File: config.mk
export PLATFORM = sky130hd
export DESIGN_NAME = iesl_core
export DESIGN_NICKNAME = d
export VERILOG_FILES = /design/src/hdl/iesl_core.v
export VERILOG_INCLUDE_DIRS = /design/src /design/src/hdl
export SDC_FILE = /design/constraint.sdc
export NUM_CORES = 1
export LEC_CHECK = 0
export ABC_AREA = 1
export BUFFER_PORTS_ARGS = -buffer_cell sky130_fd_sc_hd__buf_4
export CAP_MARGIN = 20
export CORE_MARGIN = 8
export CORE_UTILIZATION = 40
export CTS_CLUSTER_DIAMETER = 120
export DETAILED_ROUTE_END_ITERATION = 6
export GPL_TIMING_DRIVEN = 0
export PLACE_DENSITY = 0.59
export SYNTH_ARGS = -nofsm -noshare
export SYNTH_HDL_FRONTEND = slang
export SYNTH_SLANG_ARGS = --single-unit
File: constraint.sdc
create_clock -name clk -period 6.05 [get_ports clk]
set_input_delay 1.815 -clock clk [delete_from_list [all_inputs] [get_ports clk]]
set_output_delay 1.815 -clock clk [all_outputs]
set_load 0.01 [all_outputs]
File: src/hdl/iesl_consts.vh
// constants for the instrument error and setup logic
// Contract
// [RL1] cal-not-enabled or list-down gives -221, exec bit
// [RL2] out-of-range value gives -222, exec bit
// [RL3] list storage full gives -223, exec bit
// [RL4] dwell count mismatch gives -226, exec bit
// [RL5] power stage no response gives -240
// [RL6] check modes 1-3: window fault, output off
// [RL7] save/recall/cal-store failure gives -311, device bit
// [RL8] dropped errors give -350 queue overflow
// [RL9] output buffer 253 chars; loss gives -400
// [RL10] unread query reply gives -420 query error
// [RL11] over/undervoltage may set device error bit
// [RL12] factory init: filler, status-only clear, reset-off
// [RL13] status-only clear: only status registers cleared
// [RL14] clear-as-reset: 0V, off unless reset-on
// [RL15] filler option: empty-buffer read returns line feed
// [RL16] reset-off: reset/power-up give off, 0V, 0A
// [RL17] reset-on: reset gives output on, 0V, 0A
// [RL18] presets: standard all options 0; legacy all 1
// [RL19] settings query returns three labelled option digits
// [RL20] version query returns year.revision
// [RL21] protected command without password gives -231
// [RL22] diagnostic save stores options for power-on
// [RL23] fifo error queue keeps oldest; empty reads 0
// [RL24] error push and status bit in same step
`ifndef IESL_CONSTS_VH
`define IESL_CONSTS_VH
`define IESL_ERR_NONE 9'h000
`define IESL_ERR_CONFLICT 9'h1_23
`define IESL_ERR_RANGE 9'h1_22
`define IESL_ERR_TOO_MUCH 9'h1_21
`define IESL_ERR_LIST_LEN 9'h1_1e
`define IESL_ERR_PROTECTED 9'h1_19
`define IESL_ERR_HARDWARE 9'h1_10
`define IESL_ERR_VOLTAGE 9'h0_d3
`define IESL_ERR_CURRENT 9'h0_d2
`define IESL_ERR_MEMORY 9'h0_c9
`define IESL_ERR_OVERFLOW 9'h0_a2
`define IESL_ERR_QUERY 9'h0_70
`define IESL_ERR_UNTERM 9'h0_5c
`define IESL_ESR_QUERY 2
`define IESL_ESR_DEVICE 3
`define IESL_ESR_EXEC 4
`define IESL_QUEUE_DEPTH 16
`define IESL_QPTR_W 4
`define IESL_OUTBUF_LIMIT 8'h00_fd
`define IESL_LF_CHAR 8'h0a
`define IESL_VERSION_YEAR 16'h07_cd
`define IESL_VERSION_REV 4'h0
`define IESL_STAGE_TIMEOUT_US 100
`define IESL_CLK_MHZ 40
// stage timeout in clock cycles, sized to the watchdog counter
`define IESL_STAGE_TIMEOUT_CYC 13'h0f_a0
`endif

File: src/hdl/iesl_core.v
// error classification, error queue and behaviour-select options
`include "iesl_consts.vh"
module iesl_core (
  // clock and reset
  input wire clk,
  input wire arst_n,
  // command-step event pulses, with the status levels and counts they are checked against
  input wire cal_cmd_p,
  input wire cal_enabled,
  input wire list_dir_down_p,
  input wire value_out_of_range_p,
  input wire list_full_p,
  input wire list_cmd_done_p,
  input wire [7:0] dwell_count,
  input wire [7:0] volt_count,
  input wire [7:0] curr_count,
  input wire stage_cmd_p,
  input wire stage_ack_p,
  input wire [1:0] output_check_mode,
  input wire volt_window_fault,
  input wire curr_window_fault,
  input wire memory_fail_p,
  input wire ov_uv_detect,
  input wire protected_cmd_p,
  input wire password_enabled,
  // response path
  input wire resp_byte_p,
  input wire query_sent_p,
  input wire host_read_p,
  // error query
  input wire err_read_p,
  input wire esr_clear_p,
  // option commands
  input wire set_status_only_p,
  input wire set_clear_reset_p,
  input wire set_no_filler_p,
  input wire set_filler_p,
  input wire set_reset_off_p,
  input wire set_reset_on_p,
  input wire preset_std_p,
  input wire preset_legacy_p,
  input wire factory_init_p,
  input wire diag_save_p,
  input wire reset_cmd_p,
  input wire device_clear_p,
  input wire output_on_cmd_p,
  input wire output_off_cmd_p,
  // saved options for power-on
  input wire [2:0] saved_opts,
  // outputs
  output reg [8:0] err_code_ff,
  output reg err_empty_ff,
  output reg [7:0] esr_ff,
  output reg output_on_ff,
  output reg setpoint_zero_ff,
  output reg status_clear_ff,
  output reg clear_as_reset_ff,
  output reg filler_lf_ff,
  output reg reset_out_on_ff,
  output reg [7:0] read_byte_ff,
  output reg read_valid_ff,
  output reg [2:0] save_opts_ff,
  output reg save_strobe_ff,
  output reg [15:0] version_year_ff,
  output reg [3:0] version_rev_ff
);

////////////////////////////////////////////////////////////////////////////////
reg rst_s1_ff;
reg rst_s2_ff;
wire rst_n;
always @(posedge clk or negedge arst_n)
begin
  if (!arst_n)
  begin
    rst_s1_ff <= 1'b0;
    rst_s2_ff <= 1'b0;
  end
  else
  begin
    rst_s1_ff <= 1'b1;
    rst_s2_ff <= rst_s1_ff;
  end
end
assign rst_n = rst_s2_ff;

////////////////////////////////////////////////////////////////////////////////
// first clocked cycle after release loads saved options
reg boot_ff;
reg [7:0] outbuf_cnt_ff;
reg pending_query_ff;
reg [12:0] stage_cnt_ff;
reg stage_wait_ff;
wire list_len_bad;
wire stage_timeout;
wire window_fault;
wire [12:0] stage_limit;

assign stage_limit = `IESL_STAGE_TIMEOUT_CYC;
assign list_len_bad = list_cmd_done_p && (dwell_count != 8'h01) &&
  (dwell_count != volt_count) && (dwell_count != curr_count); // [RL4]
assign stage_timeout = stage_wait_ff && (stage_cnt_ff == stage_limit); // [RL5]
assign window_fault = (output_check_mode != 2'h0) &&
  (volt_window_fault || curr_window_fault); // [RL6]

// one error per step, highest priority first
function [8:0] iesl_pick;
  input [11:0] ev;
  begin
    casez (ev)
      12'b1???_????_????: iesl_pick = `IESL_ERR_PROTECTED;
      12'b01??_????_????: iesl_pick = `IESL_ERR_CONFLICT;
      12'b001?_????_????: iesl_pick = `IESL_ERR_RANGE;
      12'b0001_????_????: iesl_pick = `IESL_ERR_TOO_MUCH;
      12'b0000_1???_????: iesl_pick = `IESL_ERR_LIST_LEN;
      12'b0000_01??_????: iesl_pick = `IESL_ERR_HARDWARE;
      12'b0000_001?_????: iesl_pick = `IESL_ERR_VOLTAGE;
      12'b0000_0001_????: iesl_pick = `IESL_ERR_CURRENT;
      12'b0000_0000_1???: iesl_pick = `IESL_ERR_MEMORY;
      12'b0000_0000_01??: iesl_pick = `IESL_ERR_QUERY;
      12'b0000_0000_001?: iesl_pick = `IESL_ERR_UNTERM;
      default: iesl_pick = `IESL_ERR_NONE;
    endcase
  end
endfunction

wire [11:0] events;
wire volt_fault_ev;
wire curr_fault_ev;
wire query_lost;
assign volt_fault_ev = window_fault && volt_window_fault && output_on_ff;
assign curr_fault_ev = window_fault && curr_window_fault && !volt_window_fault && output_on_ff;
assign query_lost = resp_byte_p && (outbuf_cnt_ff == `IESL_OUTBUF_LIMIT); // [RL9]
assign events = {protected_cmd_p && !password_enabled, // [RL21]
  (cal_cmd_p && !cal_enabled) || list_dir_down_p, // [RL1]
  value_out_of_range_p, // [RL2]
  list_full_p, // [RL3]
  list_len_bad, stage_timeout, volt_fault_ev, curr_fault_ev,
  memory_fail_p, // [RL7]
  query_lost,
  query_sent_p && pending_query_ff, // [RL10]
  1'b0};
wire [8:0] new_code;
wire new_err;
assign new_code = iesl_pick(events);
assign new_err = (new_code != `IESL_ERR_NONE);

////////////////////////////////////////////////////////////////////////////////
// error fifo, last slot reserved for overflow marker
reg [8:0] queue_mem [0:`IESL_QUEUE_DEPTH-1];
reg [`IESL_QPTR_W-1:0] wr_ptr_ff;
reg [`IESL_QPTR_W-1:0] rd_ptr_ff;
reg [`IESL_QPTR_W:0] count_ff;
reg overflowed_ff;
wire q_full_data;
wire do_pop;
wire do_push;
wire push_ovf;
wire [8:0] push_code;
assign do_pop = err_read_p && (count_ff != 5'h00);
// nothing is queued behind the overflow marker until the queue drains
assign q_full_data = (count_ff >= 5'h0f) || overflowed_ff;
assign push_ovf = new_err && q_full_data && !overflowed_ff; // [RL8]
assign do_push = (new_err && !q_full_data) || push_ovf; // [RL23]
assign push_code = push_ovf ? `IESL_ERR_OVERFLOW : new_code;

always @(posedge clk)
begin
  if (do_push)
    queue_mem[wr_ptr_ff] <= push_code;
end

always @(posedge clk or negedge rst_n)
begin
  if (!rst_n)
  begin
    wr_ptr_ff <= 4'h0;
    rd_ptr_ff <= 4'h0;
    count_ff <= 5'h00;
    overflowed_ff <= 1'b0;
    err_code_ff <= `IESL_ERR_NONE;
    err_empty_ff <= 1'b1;
  end
  else
  begin
    if (do_push)
      wr_ptr_ff <= wr_ptr_ff + 4'h1;
    if (do_pop)
      rd_ptr_ff <= rd_ptr_ff + 4'h1;
    if (do_push && !do_pop)
      count_ff <= count_ff + 5'h01;
    else if (!do_push && do_pop)
      count_ff <= count_ff - 5'h01;
    if (push_ovf)
      overflowed_ff <= 1'b1;
    else if (do_pop && (count_ff == 5'h01))
      overflowed_ff <= 1'b0;
    if (err_read_p)
      err_code_ff <= do_pop ? queue_mem[rd_ptr_ff] : `IESL_ERR_NONE; // [RL23]
    err_empty_ff <= ((count_ff == 5'h00) || ((count_ff == 5'h01) && do_pop)) && !do_push;
  end
end

////////////////////////////////////////////////////////////////////////////////
// event status bits, set wins over clear
always @(posedge clk or negedge rst_n)
begin
  if (!rst_n)
    esr_ff <= 8'h00;
  else
  begin
    if (esr_clear_p || (device_clear_p && !clear_as_reset_ff)) // [RL13]
      esr_ff <= 8'h00;
    if (events[11:6] != 6'h00) // [RL24]
      esr_ff[`IESL_ESR_EXEC] <= 1'b1;
    if ((events[5:3] != 3'h0) || push_ovf || ov_uv_detect) // [RL11]
      esr_ff[`IESL_ESR_DEVICE] <= 1'b1;
    if (events[2:1] != 2'h0)
      esr_ff[`IESL_ESR_QUERY] <= 1'b1;
  end
end

////////////////////////////////////////////////////////////////////////////////
// stage response watchdog and output buffer occupancy
always @(posedge clk or negedge rst_n)
begin
  if (!rst_n)
  begin
    stage_wait_ff <= 1'b0;
    stage_cnt_ff <= 13'h0000;
    outbuf_cnt_ff <= 8'h00;
    pending_query_ff <= 1'b0;
  end
  else
  begin
    if (stage_cmd_p)
    begin
      stage_wait_ff <= 1'b1;
      stage_cnt_ff <= 13'h0000;
    end
    else if (stage_ack_p || stage_timeout)
      stage_wait_ff <= 1'b0; // [RL5]
    else if (stage_wait_ff)
      stage_cnt_ff <= stage_cnt_ff + 13'h0001;
    if (host_read_p || device_clear_p)
      outbuf_cnt_ff <= 8'h00;
    else if (resp_byte_p && !query_lost)
      outbuf_cnt_ff <= outbuf_cnt_ff + 8'h01; // [RL9]
    if (query_sent_p)
      pending_query_ff <= 1'b1; // [RL10]
    else if (host_read_p || device_clear_p)
      pending_query_ff <= 1'b0;
  end
end

////////////////////////////////////////////////////////////////////////////////
// behaviour-select options and output state
wire do_reset;
assign do_reset = reset_cmd_p || (device_clear_p && clear_as_reset_ff); // [RL14]

always @(posedge clk or negedge rst_n)
begin
  if (!rst_n)
  begin
    boot_ff <= 1'b1;
    clear_as_reset_ff <= 1'b0;
    filler_lf_ff <= 1'b0;
    reset_out_on_ff <= 1'b0;
    output_on_ff <= 1'b0;
    setpoint_zero_ff <= 1'b1;
    status_clear_ff <= 1'b0;
    save_opts_ff <= 3'h0;
    save_strobe_ff <= 1'b0;
    read_byte_ff <= 8'h00;
    read_valid_ff <= 1'b0;
    version_year_ff <= 16'h0000;
    version_rev_ff <= 4'h0;
  end
  else
  begin
    boot_ff <= 1'b0;
    version_year_ff <= `IESL_VERSION_YEAR; // [RL20]
    version_rev_ff <= `IESL_VERSION_REV;
    status_clear_ff <= device_clear_p && !clear_as_reset_ff; // [RL13]
    save_strobe_ff <= diag_save_p && password_enabled; // [RL22]
    save_opts_ff <= {clear_as_reset_ff, filler_lf_ff, reset_out_on_ff}; // [RL19]
    if (boot_ff)
    begin
      clear_as_reset_ff <= saved_opts[2];
      filler_lf_ff <= saved_opts[1];
      reset_out_on_ff <= saved_opts[0];
      output_on_ff <= 1'b0; // [RL16]
    end
    else if (factory_init_p)
    begin
      clear_as_reset_ff <= 1'b0; // [RL12]
      filler_lf_ff <= 1'b1;
      reset_out_on_ff <= 1'b0;
    end
    else if (preset_std_p || preset_legacy_p)
    begin
      clear_as_reset_ff <= preset_legacy_p; // [RL18]
      filler_lf_ff <= preset_legacy_p;
      reset_out_on_ff <= preset_legacy_p;
    end
    else
    begin
      if (set_status_only_p || set_clear_reset_p)
        clear_as_reset_ff <= set_clear_reset_p;
      if (set_no_filler_p || set_filler_p)
        filler_lf_ff <= set_filler_p;
      if (set_reset_off_p || set_reset_on_p)
        reset_out_on_ff <= set_reset_on_p;
    end
    if (!boot_ff)
    begin
      if (window_fault && output_on_ff)
        output_on_ff <= 1'b0; // [RL6]
      else if (do_reset)
        output_on_ff <= reset_out_on_ff; // [RL16] [RL17]
      else if (output_on_cmd_p)
        output_on_ff <= 1'b1; // [RL17]
      else if (output_off_cmd_p)
        output_on_ff <= 1'b0;
    end
    setpoint_zero_ff <= do_reset || boot_ff;
    read_valid_ff <= host_read_p && (outbuf_cnt_ff == 8'h00) && filler_lf_ff; // [RL15]
    read_byte_ff <= (host_read_p && (outbuf_cnt_ff == 8'h00) && filler_lf_ff) ?
      `IESL_LF_CHAR : 8'h00;
  end
end

endmodule

Yosys cells after proc, flatten, opt, wreduce, memory -nomap -nowiden
Memory sizes are Yosys's and may differ from the RTL's. Cells that the tools add are included. Widths: inputs -> output; s select.

Bits in registers: 69. Bits in latches: 0. RAM bits: 144. ROM bits: 0. Word-level logic and storage cells: 168. Memories kept: 1.

Memories: queue_mem (depth 16, bits a word 9, read ports 1, clocked after Yosys merged registers in 0, write ports 1, RTL line iesl_core.v:150) `` reg [8:0] queue_mem [0:`IESL_QUEUE_DEPTH-1]; ``.

Add/subtract/negate cells: 6. Multipliers: 0. Div/mod/pow operators: 0. Order comparisons: 1. Equality and inequality tests: 17. Shifts and indexed selects: 0. Multiplexer cells: 41. Bitwise gates (word level): 0. Reduce and logical (&&, ||, !) cells: 75.

Operator list (number): $pmux 9 s11 (1); $mux 13 (3); $logic_and 1x1->1 (29); $mux 1 (29); $reduce_bool 2->1 (11); $mux 9 (2); $logic_or 1x1->1 (16); $mux 8 (2); $ne 8x8->1 (2); $mux 5 (3); $add 13x1->13 const B (1); $eq 13x12->1 const B (1); $reduce_bool 4->1 (3); $eq 11x1->1 const B (1); $eq 10x1->1 const B (1); $eq 5x1->1 const B (2); $eq 9x1->1 const B (1); $logic_not 1->1 (9); $reduce_bool 9->1 (1); $add 4x1->4 const B (2); $add 8x1->8 const B (1); $eq 8x1->1 const B (1); $eq 8x8->1 const B (1); $logic_not 8->1 (1); 16 further kinds (16).

Longest topological paths before layout
Word-level depth: 15. Depth in mapped cells: 20. Gate-level depth less buffers: 19.

Least setup slack after synthesis
Ideal clock, no wire load.

Path kind: input to register. From: input cal_enabled. To: register count_ff[2]. Arrival time: 3.664 ns. Required time: 5.932 ns. Path slack: 2.268 ns. Cell stages on the path: 19. Path buffers: 1. Cell sequence: inv_1 nand2_1 nand3b_1 nor2_2 inv_1 nor2_2 nand3_2 inv_2 nand3_1 inv_2 nand2_4 nand2_4 inv_1 ha_1 clkbuf_1 a21oi_1 o21ai_0 xor2_1 inv_1.

Longest elaborated chain between the ends: 12. Elaborated cells on any way between the ends: 24. Classes of those cells: eq/ne (10); mux (2); reduce/logical (12).

RTL lines: start, declared (RTL line iesl_core.v:9) `input wire cal_enabled,`; $logic_not 1->1 * (RTL line iesl_core.v:135) `(cal_cmd_p && !cal_enabled) || list_dir_down_p,`; $logic_and 1x1->1 * (RTL line iesl_core.v:135); $logic_or 1x1->1 * (RTL line iesl_core.v:135); $eq 11x1->1, or another cell as far along (RTL line iesl_core.v:110) `casez (ev)`; $pmux 9 s11 * (RTL line iesl_core.v:110); $reduce_bool 9->1 (no source line) *; $logic_and 1x1->1 (2 in a row) (RTL line iesl_core.v:163) `assign push_ovf = new_err && q_full_data && !overflowed_ff;`; $logic_or 1x1->1 * (RTL line iesl_core.v:164) `assign do_push = (new_err && !q_full_data) || push_ovf;`; net do_push (RTL line iesl_core.v:157) `wire do_push;`; $logic_not 1->1 (RTL line iesl_core.v:192) `else if (!do_push && do_pop)`; $logic_and 1x1->1 (RTL line iesl_core.v:192); $reduce_bool 2->1 (no source line); end signal, assigned (RTL line iesl_core.v:191) `count_ff <= count_ff + 5'h01;`; end signal, assigned (RTL line iesl_core.v:193) `count_ff <= count_ff - 5'h01;`; end, declared (RTL line iesl_core.v:153) `` reg [`IESL_QPTR_W:0] count_ff; ``.

The timed path passes the listed nets; every way through them passes the cells marked *. A chain may end at the register's enable or synchronous reset.

Final worst setup path
From: input cal_cmd_p. To: memory queue_mem[7][0], enable pin.

Longest elaborated chain between the ends: 10. Elaborated cells on any way between the ends: 20. Classes of those cells: eq/ne (10); mux (3); reduce/logical (7).

RTL lines: start, declared (RTL line iesl_core.v:8) `input wire cal_cmd_p,`; $logic_and 1x1->1 * (RTL line iesl_core.v:135); $logic_or 1x1->1 * (RTL line iesl_core.v:135); $eq 11x1->1, or another cell as far along (RTL line iesl_core.v:110); $pmux 9 s11 * (RTL line iesl_core.v:110); $reduce_bool 9->1 (no source line) *; $logic_and 1x1->1 (2 in a row) (RTL line iesl_core.v:163); $logic_or 1x1->1 * (RTL line iesl_core.v:164); $mux 1 * (RTL line iesl_core.v:169) `if (do_push)`; $mux 1 (not written as such) * (RTL line iesl_core.v:170) `queue_mem[wr_ptr_ff] <= push_code;`; end, declared (RTL line iesl_core.v:150).

Mark *: on every way between the ends. The rest lies on a longest branch, timed or not.

==> metrics.txt <==
status=finished clean; initial antenna violation count=0; final period utilization=65.6%; die height=171 um; FFs w/ async S/R, synth=31.1%; R2R depth=14; overall die area=29400 sq um; largest net degree at the start of global routing=55; Slew HR=27.5%; static leakage=4.70 nW; Remaining DRCs=0; Detail Placement HPWL=17.2 mm; CP arrival=4100 ps; Crit Path Class=input pin to flop; CP startpoint=cal_cmd_p; vias per cell=4.92; IO Port Bufs=96; # Post-CTS Setup Buffers=0; Worst R2R End=queue_mem[7][0]; Initial Util=40.2%; crit path to=queue_mem[7][0]; Inst Count DP=1392; cell count after synthesis=943; Nets=1172; fillcell total=2209; Peak VDD IR=0.215 mV; post-route cell area=11600 sq um; die width=171 um; share of cells above drive strength 1=18.3%; Netlist cell types=42; clk slew on worst S/H paths=60 ps; R2R Path Start=outbuf_cnt_ff[1]; post-cts hold buffer count=0; Placement Cell Area=11000 sq um; CTS max path bufs=3; FP Rows=57; vias in the first global route=6851; Iteration-0 DRC Markers=484; final slew viol count=0; CTS root buf=clkbuf_16; cts repair resizes=0; RSZ-0062 raised after global routing=false; CTS tree=built; Tot GR Track Use=16.5%; vias=7056; syn avg cell area=10.3 sq um; # setup viols final=0; Worst-Margin Slew=1080 ps; Final Hold Violating Endpoints=0; Post-synth top flop=edfxtp_1; I/O pin total=121; crit end category=flop; Final GP Congestion=0.827; CTS sink cnt=209; first-pass GRT wire length=37.7 mm; final std cells w/o fill=1434; total CTS buffers=23; highest clock rate=0.252 GHz; Yosys reg bits=209; Worst R2R Setup Slack=3080 ps; post-route ant nets=0; Worst-Skew Late Latency=510 ps; Area Growth Syn to Fin=20.4%; total wire length=24.1 mm; crit path time final=3970 ps; max-cap violations=0; WL/cell=16.8 um; Seq/Total Area, Yosys=61.6%; YS warnings=0; Tot Pwr=4.56 mW; crit path max fanout=10; Worst Skew=16.8 ps; worst path required time=6180 ps; EDFF count, synth=144; Mapped Area=9670 sq um; H-tree depth=1; Antenna Cells=0; Startpoint Class=input pin; Overflow after GRT=0; Pre-antenna DRT Iters=6; core area=24000 sq um; power per cell area=392 nW/um^2; hold crit path type=flop to async pin; total negative slack=0 ps
-- cell usage after synthesis (3+ instances only) --
master | n | area, sq um
edfxtp_1 | 144 | 4320
nor2_1 | 135 | 507
nand2_1 | 126 | 473
o21ai_0 | 111 | 556
inv_1 | 84 | 315
dfrtp_1 | 62 | 1550
nand3_1 | 47 | 235
buf_4 | 33 | 248
clkbuf_1 | 26 | 97.6
o22ai_1 | 24 | 150
o221ai_1 | 17 | 149
a21oi_1 | 15 | 75.1
ha_1 | 15 | 188
xor2_1 | 14 | 123
xnor2_1 | 12 | 105
nor3_1 | 11 | 55.1
inv_2 | 8 | 30.0
nand2_2 | 6 | 37.5
nor2_2 | 5 | 31.3
nor4_1 | 5 | 31.3
o21ai_1 | 5 | 25.0
a2111oi_0 | 3 | 26.3
buf_1 | 3 | 11.3
dfstp_2 | 3 | 78.8
nand3b_1 | 3 | 22.5
nand4_1 | 3 | 18.8
-- worst min-delay path by stage --
stage | startpoint | endpoint | slack (ps)
after floorplan | rst_s1_ff | rst_n | 330
after global placement | rst_s1_ff | rst_n | 330
after detailed placement | rst_n | count_ff[0] | 170
after CTS | rst_n | count_ff[0] | 180
after global routing | rst_n | err_code_ff[8] | 180
final | rst_n | err_code_ff[8] | 170
-- cell usage in the layout (no fill, tap or decap), types with 24 or more instances in the layout --
cell type	n
inv_1	84
nand2_1	126
conb_1	26
clkbuf_1	31
o21ai_0	111
nor2_1	135
nand3_1	47
buf_4	129
o22ai_1	24
edfxtp_1	144
dfrtp_1	61
-- per-stage QoR --
| stage | util (%) | worst slack (ps) | hold slack (ps) |
|---|---|---|---|
| 2_1_floorplan | - | 2270 | 331 |
| 3_3_place_gp | 45.3 | 1440 | 333 |
| 3_5_place_dp | 45.6 | 1520 | 170 |
| 4_1_cts | 48.4 | 2040 | 176 |
| 5_1_grt | 48.4 | 1850 | 183 |
| 6_report | 48.4 | 2080 | 169 |
-- critical path, cell delays in order --
cell and delay, ps:
buf_4 110, nand2_1 100, nand3b_1 140, nor2_2 180, inv_1 100, nor2_2 140, nand3_2 110, nor2_2 160
nor2_4 70, nand2_4 110, nand2_4 70, buf_4 170, nor2_1 810
-- state kept, by name, summed over array words and instances, names as in the netlist, 3 cells and up --
name           flops
save_opts_ff       3
queue_mem        144
stage_cnt_ff      13
esr_ff             3
err_code_ff        9
wr_ptr_ff          4
count_ff           5
rd_ptr_ff          4
outbuf_cnt_ff      8
-- layout make-up --
type                    count  area (sq um)  share of cell area [%]
clock inverters            14          82.6                   0.710
plain buffers              65           382                    3.28
clock buffers              28           594                    5.11
well taps                 324           405                    3.48
repair buffers            101           793                    6.82
flip-flops and latches    209          5960                    51.2
inverters                  93           349                    3.00
multi-input cells         600          3070                    26.4
-- power breakdown --
| part | switching, mW | internal [mW] | total [mW] |
|---|---|---|---|
| logic | 1.03 | 0.480 | 1.51 |
| registers | 0.0753 | 1.72 | 1.80 |
| clock network | 0.553 | 0.703 | 1.26 |
-- layer usage --
metal / vias to the layer above / share of wire (%) / GRT usage, %
li1: 3470 / - / -
met1: 3289 / 43 / 22.0
met2: 259 / 46 / 26.7
met3: 38 / 8.1 / 3.31
met4: 0 / 2.4 / 4.91
met5: - / 0 / 0
-- cells by family after synthesis --
logic type      share of synthesized area [%]
other cells                            0.0777
simple gates                             15.8
compound gates                           10.7
buf+inv                                  7.56
flops                                    61.6
xor+xnor                                 2.36
fa+ha+maj                                1.94
Note: power is estimated with default switching activity, not from simulation.
